**config.mk**
```make
export PLATFORM = sky130hd
export DESIGN_NAME = dpio_top
export DESIGN_NICKNAME = d
export VERILOG_FILES = /design/src/dpio_pkg.sv /design/src/dpio_top.sv
export SDC_FILE = /design/constraint.sdc
export NUM_CORES = 1
export LEC_CHECK = 0
export ABC_CLOCK_PERIOD_IN_PS = 1900
export BUFFER_PORTS_ARGS = -buffer_cell sky130_fd_sc_hd__clkbuf_2
export CAP_MARGIN = 40
export CORE_ASPECT_RATIO = 0.9
export CORE_MARGIN = 3
export CORE_UTILIZATION = 35
export DETAILED_ROUTE_END_ITERATION = 7
export PLACE_DENSITY = 0.67
export SKIP_CTS_REPAIR_TIMING = 1
export SYNTH_ARGS = -nofsm -noshare
export SYNTH_HDL_FRONTEND = slang
export SYNTH_SLANG_ARGS = --single-unit
```
**constraint.sdc**
```tcl
create_clock -name ref_clk -period 1.9 [get_ports ref_clk]
set_input_delay 0.095 -clock ref_clk [delete_from_list [all_inputs] [get_ports ref_clk]]
set_output_delay 0.095 -clock ref_clk [all_outputs]
set_load 0.1 [all_outputs]
```
**src/dpio_pkg.sv**
```systemverilog
package dpio_pkg;
  // ----------------------------------------------------------------
  // register offsets
  // ----------------------------------------------------------------
  localparam logic [7:0] DPIO_OFS_P1_DIR = 8'h50;
  localparam logic [7:0] DPIO_OFS_P1_PIN = 8'h52;
  localparam logic [7:0] DPIO_OFS_P1_SEL = 8'h54;
  localparam logic [7:0] DPIO_OFS_P1_LAT = 8'h56;
  localparam logic [7:0] DPIO_OFS_P2_DIR = 8'h58;
  localparam logic [7:0] DPIO_OFS_P2_PIN = 8'h5A;
  localparam logic [7:0] DPIO_OFS_P2_SEL = 8'h5C;
  localparam logic [7:0] DPIO_OFS_P2_LAT = 8'h5E;
  // ----------------------------------------------------------------
  // reset values
  // ----------------------------------------------------------------
  localparam logic [7:0] DPIO_RST_P1_DIR = 8'h00;
  localparam logic [7:0] DPIO_RST_P1_SEL = 8'hFF;
  localparam logic [7:0] DPIO_RST_P1_LAT = 8'hFF;
  localparam logic [7:0] DPIO_RST_P2_DIR = 8'hC0;
  localparam logic [7:0] DPIO_RST_P2_SEL = 8'h0B;
  localparam logic [7:0] DPIO_RST_P2_LAT = 8'hFF;
  // ----------------------------------------------------------------
  // second port bit positions
  // ----------------------------------------------------------------
  localparam int DPIO_B_RX  = 0;
  localparam int DPIO_B_TX  = 1;
  localparam int DPIO_B_INT = 3;
  localparam int DPIO_B_OD0 = 6;
  localparam int DPIO_B_OD1 = 7;
  localparam logic [7:0] DPIO_P2_IN_MASK = 8'h35;
  localparam logic [7:0] DPIO_ZERO8      = 8'h00;
endpackage

```
**src/dpio_top.sv**
```systemverilog
module dpio_top
  import dpio_pkg::*;
(
  // clock and reset
  input  wire logic       ref_clk,
  input  wire logic       rst_b,
  // peripheral register access
  input  wire logic [7:0] reg_addr,
  input  wire logic       reg_wr,
  input  wire logic       reg_rd,
  input  wire logic [7:0] reg_wdata,
  output logic      [7:0] reg_rdata,
  // on-chip peripheral sources
  input  wire logic [7:0] general_chip_select_out,
  input  wire logic       serial1_transmit_line,
  input  wire logic       serial1_interrupt_out,
  input  wire logic       serial_transmit_buffer,
  input  wire logic       serial1_mode0_tx_active,
  // peripheral view of pure inputs
  output logic      [3:0] serial_pin_inputs,
  // first port pins
  output logic      [7:0] p1_pin_out,
  // second port pins
  input  wire logic [7:0] p2_pin_in,
  output logic      [7:0] p2_pin_out,
  output logic      [7:0] p2_pin_oe
);
  // ----------------------------------------------------------------
  // registers
  // ----------------------------------------------------------------
  logic [7:0] first_port_direction;
  logic [7:0] first_port_source_select;
  logic [7:0] first_port_output_latch;
  logic [7:0] second_port_direction;
  logic [7:0] second_port_source_select;
  logic [7:0] second_port_output_latch;
  logic [7:0] p2_sync1;
  logic [7:0] p2_sync2;
  logic [7:0] first_port_pin_level;
  logic [7:0] second_port_pin_level;
  logic [7:0] next_rdata;

  always_ff @(posedge ref_clk or negedge rst_b)
  begin
    if (!rst_b)
    begin
      first_port_direction      <= DPIO_RST_P1_DIR;
      first_port_source_select  <= DPIO_RST_P1_SEL;
      first_port_output_latch   <= DPIO_RST_P1_LAT;
      second_port_direction     <= DPIO_RST_P2_DIR;
      second_port_source_select <= DPIO_RST_P2_SEL;
      second_port_output_latch  <= DPIO_RST_P2_LAT;
    end
    else if (reg_wr)
    begin
      // single-cycle write; unused bits stay storage
      case (reg_addr)
        DPIO_OFS_P1_DIR: first_port_direction      <= reg_wdata;
        DPIO_OFS_P1_SEL: first_port_source_select  <= reg_wdata;
        DPIO_OFS_P1_LAT: first_port_output_latch   <= reg_wdata;
        DPIO_OFS_P2_DIR: second_port_direction     <= reg_wdata;
        DPIO_OFS_P2_SEL: second_port_source_select <= reg_wdata;
        DPIO_OFS_P2_LAT: second_port_output_latch  <= reg_wdata;
        default: ;
      endcase
    end
  end

  // ----------------------------------------------------------------
  // input synchronizer
  // ----------------------------------------------------------------
  always_ff @(posedge ref_clk or negedge rst_b)
  begin
    if (!rst_b)
    begin
      p2_sync1 <= DPIO_ZERO8;
      p2_sync2 <= DPIO_ZERO8;
    end
    else
    begin
      p2_sync1 <= p2_pin_in;
      p2_sync2 <= p2_sync1;
    end
  end

  // ----------------------------------------------------------------
  // pin drive
  // ----------------------------------------------------------------
  always_comb
  begin
    // first port: driver never disabled, direction ignored
    p1_pin_out = (first_port_source_select & general_chip_select_out)
               | (~first_port_source_select & first_port_output_latch);
    p2_pin_out = DPIO_ZERO8;
    p2_pin_oe  = DPIO_ZERO8;
    p2_pin_oe[DPIO_B_TX]  = 1'b1;
    p2_pin_oe[DPIO_B_INT] = 1'b1;
    p2_pin_out[DPIO_B_TX]  = second_port_source_select[DPIO_B_TX] ?
                             serial1_transmit_line :
                             second_port_output_latch[DPIO_B_TX];
    p2_pin_out[DPIO_B_INT] = second_port_source_select[DPIO_B_INT] ?
                             serial1_interrupt_out :
                             second_port_output_latch[DPIO_B_INT];
    // receive line drives only while mode 0 transmit is active
    p2_pin_oe[DPIO_B_RX]  = serial1_mode0_tx_active;
    p2_pin_out[DPIO_B_RX] = second_port_source_select[DPIO_B_RX] ?
                            serial_transmit_buffer :
                            second_port_output_latch[DPIO_B_RX];
    // open drain: only ever drives low
    p2_pin_oe[DPIO_B_OD0] = !second_port_direction[DPIO_B_OD0]
                          && !second_port_source_select[DPIO_B_OD0]
                          && !second_port_output_latch[DPIO_B_OD0];
    p2_pin_oe[DPIO_B_OD1] = !second_port_direction[DPIO_B_OD1]
                          && !second_port_source_select[DPIO_B_OD1]
                          && !second_port_output_latch[DPIO_B_OD1];
  end

  // pure inputs feed serial unit through the two-stage synchronizer, no selection
  assign serial_pin_inputs = {p2_sync2[5], p2_sync2[4], p2_sync2[2], p2_sync2[0]};
  assign first_port_pin_level = p1_pin_out;
  // driven bits read their own drive, others the synchronized pad
  assign second_port_pin_level = (p2_pin_oe & p2_pin_out)
                               | (~p2_pin_oe & p2_sync2);

  // ----------------------------------------------------------------
  // read path
  // ----------------------------------------------------------------
  always_comb
  begin
    case (reg_addr)
      DPIO_OFS_P1_DIR: next_rdata = first_port_direction;
      DPIO_OFS_P1_PIN: next_rdata = first_port_pin_level;
      DPIO_OFS_P1_SEL: next_rdata = first_port_source_select;
      DPIO_OFS_P1_LAT: next_rdata = first_port_output_latch;
      DPIO_OFS_P2_DIR: next_rdata = second_port_direction;
      DPIO_OFS_P2_PIN: next_rdata = second_port_pin_level;
      DPIO_OFS_P2_SEL: next_rdata = second_port_source_select;
      DPIO_OFS_P2_LAT: next_rdata = second_port_output_latch;
      default:         next_rdata = DPIO_ZERO8;
    endcase
  end

  always_ff @(posedge ref_clk or negedge rst_b)
  begin
    if (!rst_b)
      reg_rdata <= DPIO_ZERO8;
    else if (reg_rd)
      reg_rdata <= next_rdata;
  end
endmodule // dpio_top

```
# Word level (Yosys, flattened, before mapping)
# Cells that the tools add are included.
# W data, S select, Z words.
totals:
  regBits: 72
  in_bits: 40
  out_inout_bits: 36
  word_cells: 45
classes:
  eq_ne: 8
  n_mux: 4
  bitwise: 8
  reduce_logical: 16
ops:
  columns: ["op", "n"]
  rows:
  - ["$eq A8 B7 Y1 const B", 8]
  - ["$pmux W8 S8", 1]
  - ["$and A8 B8 Y8", 3]
  - ["$not A8 Y8", 2]
  - ["$or A8 B8 Y8", 2]
  - ["$reduce_and A2 Y1", 6]
  - ["$and A8 B4 Y8", 1]
  - ["$logic_not A1 Y1", 6]
  - ["$logic_and A1 B1 Y1", 4]
  - ["$mux W1", 3]

# Depth between registers and ports, before layout
# Gate-level depths: netlist (run 1).
logic_depth:
  word_depth: 7
  mapped_depth: 7
  depth_no_buf: 4

# Worst setup path before layout (run 1)
# Ideal clock, no wire load.
synth_timing:
  path_kind: "register -> output"
  start: "register second_port_output_latch[0]"
  end: "output port p2_pin_out[0]"
  arrival_time_ps: 2676
  required_time_ps: 1805
  setup_slack_ps: -871
  stages_incl_launch_ff: 3
  path_buffers: 0
  cell_sequence: "dfstp_2 inv_1 o21ai_0"
synth_between:
  elab_chain_len: 1
synth_lines:
  columns: ["element", "line_no", "rtl"]
  rows:
  - ["start, declared", "dpio_top.sv:36", "logic [7:0] second_port_output_latch;"]
  - ["start signal, assigned", "dpio_top.sv:63", "DPIO_OFS_P2_LAT: second_port_output_latch <= reg_wdata;"]
  - ["$mux W1", "dpio_top.sv:106", "p2_pin_out[DPIO_B_RX] = second_port_source_select[DPIO_B_RX] ?"]
  - ["end, declared", "dpio_top.sv:25", "output logic [7:0] p2_pin_out,"]
# No other way between the ends.

# Worst setup path in the final report (run 1)
layout_timing:
  start: "register second_port_output_latch[6]"
  end: "output port p2_pin_oe[6]"
layout_between:
  elab_chain_len: 2
layout_lines:
  columns: ["element", "line_no", "rtl"]
  rows:
  - ["$logic_not A1 Y1", "dpio_top.sv:112", "&& !second_port_output_latch[DPIO_B_OD0];"]
  - ["$logic_and A1 B1 Y1", "dpio_top.sv:112", null]
  - ["end, declared", "dpio_top.sv:26", "output logic [7:0] p2_pin_oe"]
# No other way between the ends.

==> results of run 1 <==
[power breakdown]
group | switching (W) | total [W] | internal [W]
Clock | 0.000529 | 0.00113 | 0.000600
Combinational | 0.000459 | 0.000641 | 0.000182
Sequential | 0.0000391 | 0.00157 | 0.00153
[kinds of logic after synthesis]
logic type | after synthesis
flip-flops | 68
AND/OR/NAND/NOR | 41
AO/OA/AOI/OAI | 30
other | 2
multiplexers | 81
buffers and inverters | 36
[through the flow]
stage	cell area, sq um	util	instances	setup WS, ps
floorplan	3480	-	266	67.3
global placement	3930	0.419	441	242
detailed placement	3930	0.419	441	230
CTS	4110	0.439	457	135
global route	4180	0.446	464	74.4
finish	4180	0.446	464	148
[layer usage]
| layer | vias to the layer above | part of all wire | global-route usage |
|---|---|---|---|
| met4 | 0 | 0.016 | 0.0360 |
| met2 | 74 | 0.46 | 0.236 |
| met3 | 12 | 0.047 | 0.0500 |
| li1 | 1077 | - | - |
| met5 | - | 0 | 0 |
| met1 | 1155 | 0.48 | 0.199 |
[Yosys cell counts (2+ instances only)]
cell,instances
nand2b_1,3
mux2i_1,9
a221oi_1,3
dfrtp_1,39
a22o_1,3
nor2_1,4
mux2_2,59
conb_1,2
mux2_4,8
o21ai_0,5
a211oi_1,2
or3_1,6
o32ai_1,2
a32oi_1,3
and3_1,2
nand3_1,2
nor2_2,2
dfstp_2,29
mux4_2,5
inv_1,8
nor2b_1,7
buf_4,19
nand2_1,5
a21oi_1,5
buf_2,6
[cell type report]
class | count | area, sq um | area share
flip-flops and latches | 68 | 1740 | 0.416
multi-input cells | 162 | 1520 | 0.364
repair buffers | 87 | 551 | 0.132
well taps | 122 | 153 | 0.0365
clock buffers | 11 | 131 | 0.0314
clock inverters | 5 | 52.6 | 0.0126
inverters | 9 | 33.8 | 0.00808
[how the worst min path moves through the flow]
| stage | from | to | slack (ps) | cells after the start |
|---|---|---|---|---|
| 6_report | reg_wdata[6] | second_port_output_latch[6]$_DFFE_PN1P_ | 70 | 2 |
| 5_1_grt | reg_wdata[6] | second_port_output_latch[6]$_DFFE_PN1P_ | 60 | 2 |
| 4_1_cts | rst_b | reg_rdata[7]$_DFFE_PN0P_ | -230 | 2 |
| 3_5_place_dp | rst_b | first_port_direction[1]$_DFFE_PN0P_ | 150 | 2 |
| 3_3_place_gp | rst_b | second_port_direction[1]$_DFFE_PN0P_ | 140 | 2 |
| 2_1_floorplan | rst_b | first_port_direction[0]$_DFFE_PN0P_ | -200 | 0 |
[critical path, cell delays in order, from the launching register on]
cell and delay [ps]:
dfstp_2 380, or3_1 400, inv_1 80, clkbuf_2 450
[sequential cells by signal, summed over array words and instances (netlist names)]
signal                     count
second_port_output_latch       8
reg_rdata                      8
first_port_output_latch        8
p2_sync2                       6
second_port_direction          8
p2_sync1                       6
second_port_source_select      8
first_port_direction           8
first_port_source_select       8
==> flow_summary.toml, run 1 <==
[synth]
ys_types = 45
muxShareOfSynthArea = 0.286
yosysTopAreaCell = "dfrtp_1"
synthSimpleGateAreaFrac = 0.0791
avgSynthCellArea_sq_um = 13.4
syn_inst = 258
async_flop_share = 1.00
synth_top_flop_cell = "dfrtp_1"
syn-cell-area_sq_um = 3450
yosysSeqAreaShare = 0.504
synth_warnings = 0
synth-xor-area-share = 0
synth_top_area_share = 0.283
synth_top_family_by_area = "multiplexers"
synth_compound_area_frac = 0.0642
synthTopCellsByArea = "dfrtp_1, dfstp_2, mux2_2"
synth_fa_ha_area_frac = 0
synth_seq_cells = 68
synth_edf_count = 0

[clock_network]
worstSkewPairLatency_ps = 340
cts_made_buffers = 9
clock-sinks = 68
clock_path_buffers = 2
path_clk_slew_ps = 70
cts_tree = "done"
cts_root_buf = "clkbuf_8"
htreeDepth = 3

[die]
rows = 33
die_area_sq_um = 11100
die_h_um = 100
core_area_sq_um = 9370
die_w_um = 111
ios = 76
start_util = 0.368

[critical_path]
arrival_ps = 1660
cp.required_ps = 1800
critPathMaxFanout = 3
worstSetupPathType = "reg2out"
cp-end-kind = "output port"
rr_endpoint = "reg_rdata[3]$_DFFE_PN0P_"
r2r.worst_path.cells = 4
startpoint = "second_port_output_latch[6]$_DFFE_PN1P_"
reg2reg_from = "first_port_source_select[3]$_DFFE_PN1P_"
cp-endpoint = "p2_pin_oe[6]"
start_kind = "register"
r2r_slack_ps = 240

[hold_path]
min_path_type = "in2reg"

[timing]
finalSetupTns_ps = 0
fin_crit_ps = 1750
relSlewSlack = 0.603
min_period_over_period = 0.922
finalMaxSlewViolations = 0
fmax_ghz = 0.571
worst_pin_slew_ps = 590
clock_skew_ps = 5.59
whs_ps = 73.7
setup_viol = 0
rsz0062_at_grt = "no"
hold_viol = 0

[drt]
drtIter0Drc = 94
via_per_inst = 5.00
drtPass1Iterations = 4
ant_nets = 0
routed_wl_mm = 7.79
wl_per_cell_um = 16.8
via_count = 2318
drc = 0

[finish]
syn2layout_area_growth_pct = 21.2
num-fill-cells = 873
diodes = 0
fin_nets = 377
drive_gt1_frac = 0.591
final_common_cell = "clkbuf_2"
final_cell_mix = "clkbuf_2, mux2_2, dfrtp_1, dfstp_2, buf_4"

[grt]
antenna_found_initial = 0
grt_pass1_vias = 2421
grt_overflow = 0
grt_max_degree = 69
grt_pass1_wl_mm = 12.8
grt_usage = 0.149

[placement]
port_buffers = 63
dpl.hpwl_mm = 5.71
finalWeightedCongestion = 0.809

[power]
p_leak_nw = 1.97
max-vdd-ir-drop_uv = 466
total_power_w = 0.00334
p_per_area_nw_per_um2 = 800

[run]
cap_violations = 0

[outcome]
status = "completed"
No activity file was read; power rests on OpenSTA's default activity.
==> run 2, diff against run 1 <==
--- a/config.mk
+++ b/config.mk
@@ -12,7 +12,7 @@
 export CORE_MARGIN = 3
 export CORE_UTILIZATION = 35
 export DETAILED_ROUTE_END_ITERATION = 7
-export PLACE_DENSITY = 0.67
+export PLACE_DENSITY = 0.64
 export SKIP_CTS_REPAIR_TIMING = 1
 export SYNTH_ARGS = -nofsm -noshare
 export SYNTH_HDL_FRONTEND = slang
==> run 2 against run 1 <==
  * Hold slack worse by 10 ps
  * First-iteration DRC count is 38% lower
  * Global-route usage is 0.34 points lower
  * Sequential power hardly changed
  * Combinational power hardly changed
  * Cell count is 0.22% higher
  * Total power is 5.4% higher
  * Largest power group unchanged
  * Clock skew is 1.0 ps higher
==> flow_summary.toml, run 2 (same netlist as run 1, synthesis figures left out) <==
[placement]
port_buffers = 63
finalWeightedCongestion = 0.791
dpl.hpwl_mm = 5.67

[timing]
rsz0062_at_grt = "no"
fmax_ghz = 0.577
hold_viol = 0
relSlewSlack = 0.622
finalMaxSlewViolations = 0
fin_crit_ps = 1730
whs_ps = 63.4
setup_viol = 0
clock_skew_ps = 6.61
min_period_over_period = 0.913
worst_pin_slew_ps = 569
finalSetupTns_ps = 0

[clock_network]
worstSkewPairLatency_ps = 340
cts_root_buf = "clkbuf_8"
cts_tree = "done"
cts_made_buffers = 9
clock-sinks = 68
htreeDepth = 3
path_clk_slew_ps = 70
clock_path_buffers = 2

[grt]
grt_overflow = 0
grt_pass1_wl_mm = 12.5
grt_pass1_vias = 2350
grt_max_degree = 69
grt_usage = 0.145
antenna_found_initial = 0

[power]
p_per_area_nw_per_um2 = 834
max-vdd-ir-drop_uv = 534
total_power_w = 0.00352
p_leak_nw = 1.99

[die]
die_area_sq_um = 11100
start_util = 0.368
rows = 33
die_h_um = 100
die_w_um = 111
ios = 76
core_area_sq_um = 9370

[finish]
final_common_cell = "clkbuf_2"
fin_nets = 378
num-fill-cells = 903
final_cell_mix = "clkbuf_2, mux2_2, dfrtp_1, dfstp_2, buf_4"
syn2layout_area_growth_pct = 22.4
drive_gt1_frac = 0.592
diodes = 0

[drt]
via_per_inst = 4.97
met1_length_mm = 3.70
topRoutingLayerUsed = "met4"
drtPass1Iterations = 4
wl_met3_um = 547
ant_nets = 0
drc = 0
wl_per_cell_um = 16.7
dr_wl_met2_mm = 3.45
drtIter0Drc = 58
routed_wl_mm = 7.78
via_count = 2312

[critical_path]
critPathSlowestCell = "clkbuf_2"
reg2reg_from = "first_port_source_select[3]$_DFFE_PN1P_"
slowest_delay_ps = 450
worstSetupPathType = "reg2out"
arrival_ps = 1640
critPathMaxFanout = 3
start_kind = "register"
startpoint = "second_port_source_select[6]$_DFFE_PN0P_"
cp.required_ps = 1800
path_cells = "or3_1 -> inv_1 -> clkbuf_2"
cp-end-kind = "output port"

[outcome]
status = "completed"

[run]
cap_violations = 0

[hold_path]
min_path_type = "in2reg"
hp-start = "reg_wdata[2]"
==> run 2: cell count changes in the layout (fill, tap and decap cells not counted), sizes merged <==
cell / previous run / this run
clkinv: 3 / 1
buf: 18 / 19
bufinv: 1 / 2
clkbuf: 73 / 74
==> run 2: worst paths after layout <==
path                       slack [ps]                                      end  cells after the start
max                               170                             p2_pin_oe[6]                      3
min in group asynchronous         290                    p2_sync1[2]$_DFF_PN0_                      3
min                                60  second_port_output_latch[2]$_DFFE_PN1P_                      2
min reg2reg                       350                    p2_sync2[4]$_DFF_PN0_                      0
max reg2reg                       260                 reg_rdata[3]$_DFFE_PN0P_                      4
max in group asynchronous        1250  second_port_output_latch[7]$_DFFE_PN1P_                      3
==> run 2: routing by layer <==
metal  track usage  up-vias
li1              -     1076
met1         0.202     1141
met2         0.220       89
met3        0.0482        6
met4        0.0379        0
met5             0        -
==> run 2: area by class of cell <==
class / instances / area [sq um] / area share
clock inverter: 4 / 72.6 / 0.0172
sequential: 68 / 1740 / 0.412
inverter: 9 / 33.8 / 0.00800
multi-input combinational: 162 / 1520 / 0.361
tap: 122 / 153 / 0.0361
clock buffer: 12 / 145 / 0.0344
timing repair buffer: 88 / 558 / 0.132
==> run 2: through the flow <==
stage               setup slack [ps]  instance area, sq um  utilization  cells
floorplan                       67.3                  3480            -    266
global placement                 294                  3940        0.420    442
detailed placement               260                  3940        0.420    442
CTS                              141                  4150        0.443    458
global route                    90.5                  4220        0.451    465
finish                           165                  4220        0.451    465
==> run 2: critical path, delay by kind of cell (launching register included) <==
kind / cells / cell delay [ps]
flip-flops: 1 / 400
AND/OR/NAND/NOR: 1 / 390
buffers and inverters: 2 / 520
==> run 2: where the power goes <==
group          internal (W)  leakage [nW]  total [W]  switching (W)
Clock              0.000774         0.107    0.00131       0.000533
Combinational      0.000183          1.07   0.000644       0.000461
Sequential          0.00153         0.813    0.00157      0.0000383
==> run 3, diff against run 2 <==
==> constraint.sdc (replaced) <==
create_clock -name ref_clk -period 1.9 [get_ports ref_clk]
set_input_delay 0.19 -clock ref_clk [delete_from_list [all_inputs] [get_ports ref_clk]]
set_output_delay 0.19 -clock ref_clk [all_outputs]
set_load 0.1 [all_outputs]
==> run 3 against run 2 <==
  * Wire length grew 1.8%
  * Cell count grew 0.43%
  * Non-clock buffer count grew 2
  * Via count grew 1.4%
  * Die area is the same
  * Utilization shrank 0.13 points
  * Critical path type unchanged
  * Largest power group unchanged
  * Highest routed layer unchanged
==> flow_summary.toml, run 3 (same netlist as run 1, synthesis figures left out) <==
[finish]
syn2layout_area_growth_pct = 22.1
final_cells = 467
diodes = 0
final_cell_mix = "clkbuf_2, mux2_2, dfrtp_1, dfstp_2, buf_4"
utilization = 0.449
drive_gt1_frac = 0.588
num-fill-cells = 859
final_common_cell = "clkbuf_2"
fin_nets = 380

[clock_network]
cts_tree = "done"
worstSkewPairLatency_ps = 340
clock_path_buffers = 2
htreeDepth = 3
clock-sinks = 68
cts_made_buffers = 9
path_clk_slew_ps = 70
cts_root_buf = "clkbuf_8"

[timing]
fmax_ghz = 0.554
setup_viol = 0
relSlewSlack = 0.581
hold_viol = 0
worst_pin_slew_ps = 623
fin_crit_ps = 1810
clock_skew_ps = 9.39
whs_ps = 167
rsz0062_at_grt = "no"
fin_ws_ps = 93.9
finalMaxSlewViolations = 0
finalSetupTns_ps = 0
min_period_over_period = 0.951

[drt]
via_per_inst = 5.02
drc = 0
via_count = 2345
ant_nets = 0
drtPass1Iterations = 4
wl_per_cell_um = 17.0
drtIter0Drc = 96
routed_wl_mm = 7.92

[critical_path]
reg2reg_from = "first_port_source_select[3]$_DFFE_PN1P_"
worstSetupPathType = "reg2out"
start_kind = "register"
cp.required_ps = 1710
startpoint = "first_port_source_select[5]$_DFFE_PN1P_"
critPathMaxFanout = 3
arrival_ps = 1620
r2r_slack_ps = 250
cp-end-kind = "output port"

[die]
die_h_um = 100
core_area_sq_um = 9370
start_util = 0.368
die_w_um = 111
ios = 76
die_area_sq_um = 11100
rows = 33

[placement]
dpl.hpwl_mm = 5.84
finalWeightedCongestion = 0.790
dp_slack_ps = 227
port_buffers = 63
dp_cells = 444

[outcome]
status = "completed"

[grt]
grt_usage = 0.149
grt_max_degree = 36
grt_pass1_vias = 2333
antenna_found_initial = 0
grt_overflow = 0
grt_pass1_wl_mm = 12.8

[power]
p_leak_nw = 1.99
max-vdd-ir-drop_uv = 452
p_per_area_nw_per_um2 = 802

[hold_path]
hp-start = "reg_wdata[0]"
min_path_type = "in2reg"

[run]
cap_violations = 0
[run 3: final cells by class]
cell class	instances	area, sq um	share of cell area
Clock inverter	2	35.0	0.00832
Multi-Input combinational cell	162	1520	0.362
Tap cell	122	153	0.0363
Inverter	9	33.8	0.00802
Timing Repair Buffer	90	576	0.137
Sequential cell	68	1740	0.413
Clock buffer	14	153	0.0363
[run 3: per-layer routing]
metal,global-route usage,part of all wire,wire [um]
met1,0.216,0.49,3850
met3,0.0440,0.057,450
met4,0.0341,0.0059,47
met5,0,0,0
met2,0.220,0.45,3570
[run 3: final timing paths]
kind                                                            to  depth (start not counted)
max                                                  p1_pin_out[5]                          2
min                        second_port_output_latch[0]$_DFFE_PN1P_                          2
min reg2reg                                  p2_sync2[7]$_DFF_PN0_                          0
max in group asynchronous  second_port_output_latch[3]$_DFFE_PN1P_                          3
min in group asynchronous                    p2_sync1[2]$_DFF_PN0_                          2
max reg2reg                               reg_rdata[3]$_DFFE_PN0P_                          4
[run 3: worst max-delay path, stage by stage, from the launching register on]
cell and delay (ps):
dfstp_2 550, mux2_2 350, clkbuf_2 370
[run 3: power by group]
group	total, W	internal, W	switching (W)	leakage, nW
clock	0.00115	0.000643	0.000511	0.0947
combinational	0.000650	0.000189	0.000462	1.08
sequential	0.00157	0.00153	0.0000390	0.813
[run 3: metrics by stage]
step,total power (W),instance area (sq um)
after floorplan,0.00209,3480
after global placement,0.00223,3950
after detailed placement,0.00224,3950
after CTS,0.00341,4140
after global routing,0.00352,4210
final,0.00338,4210
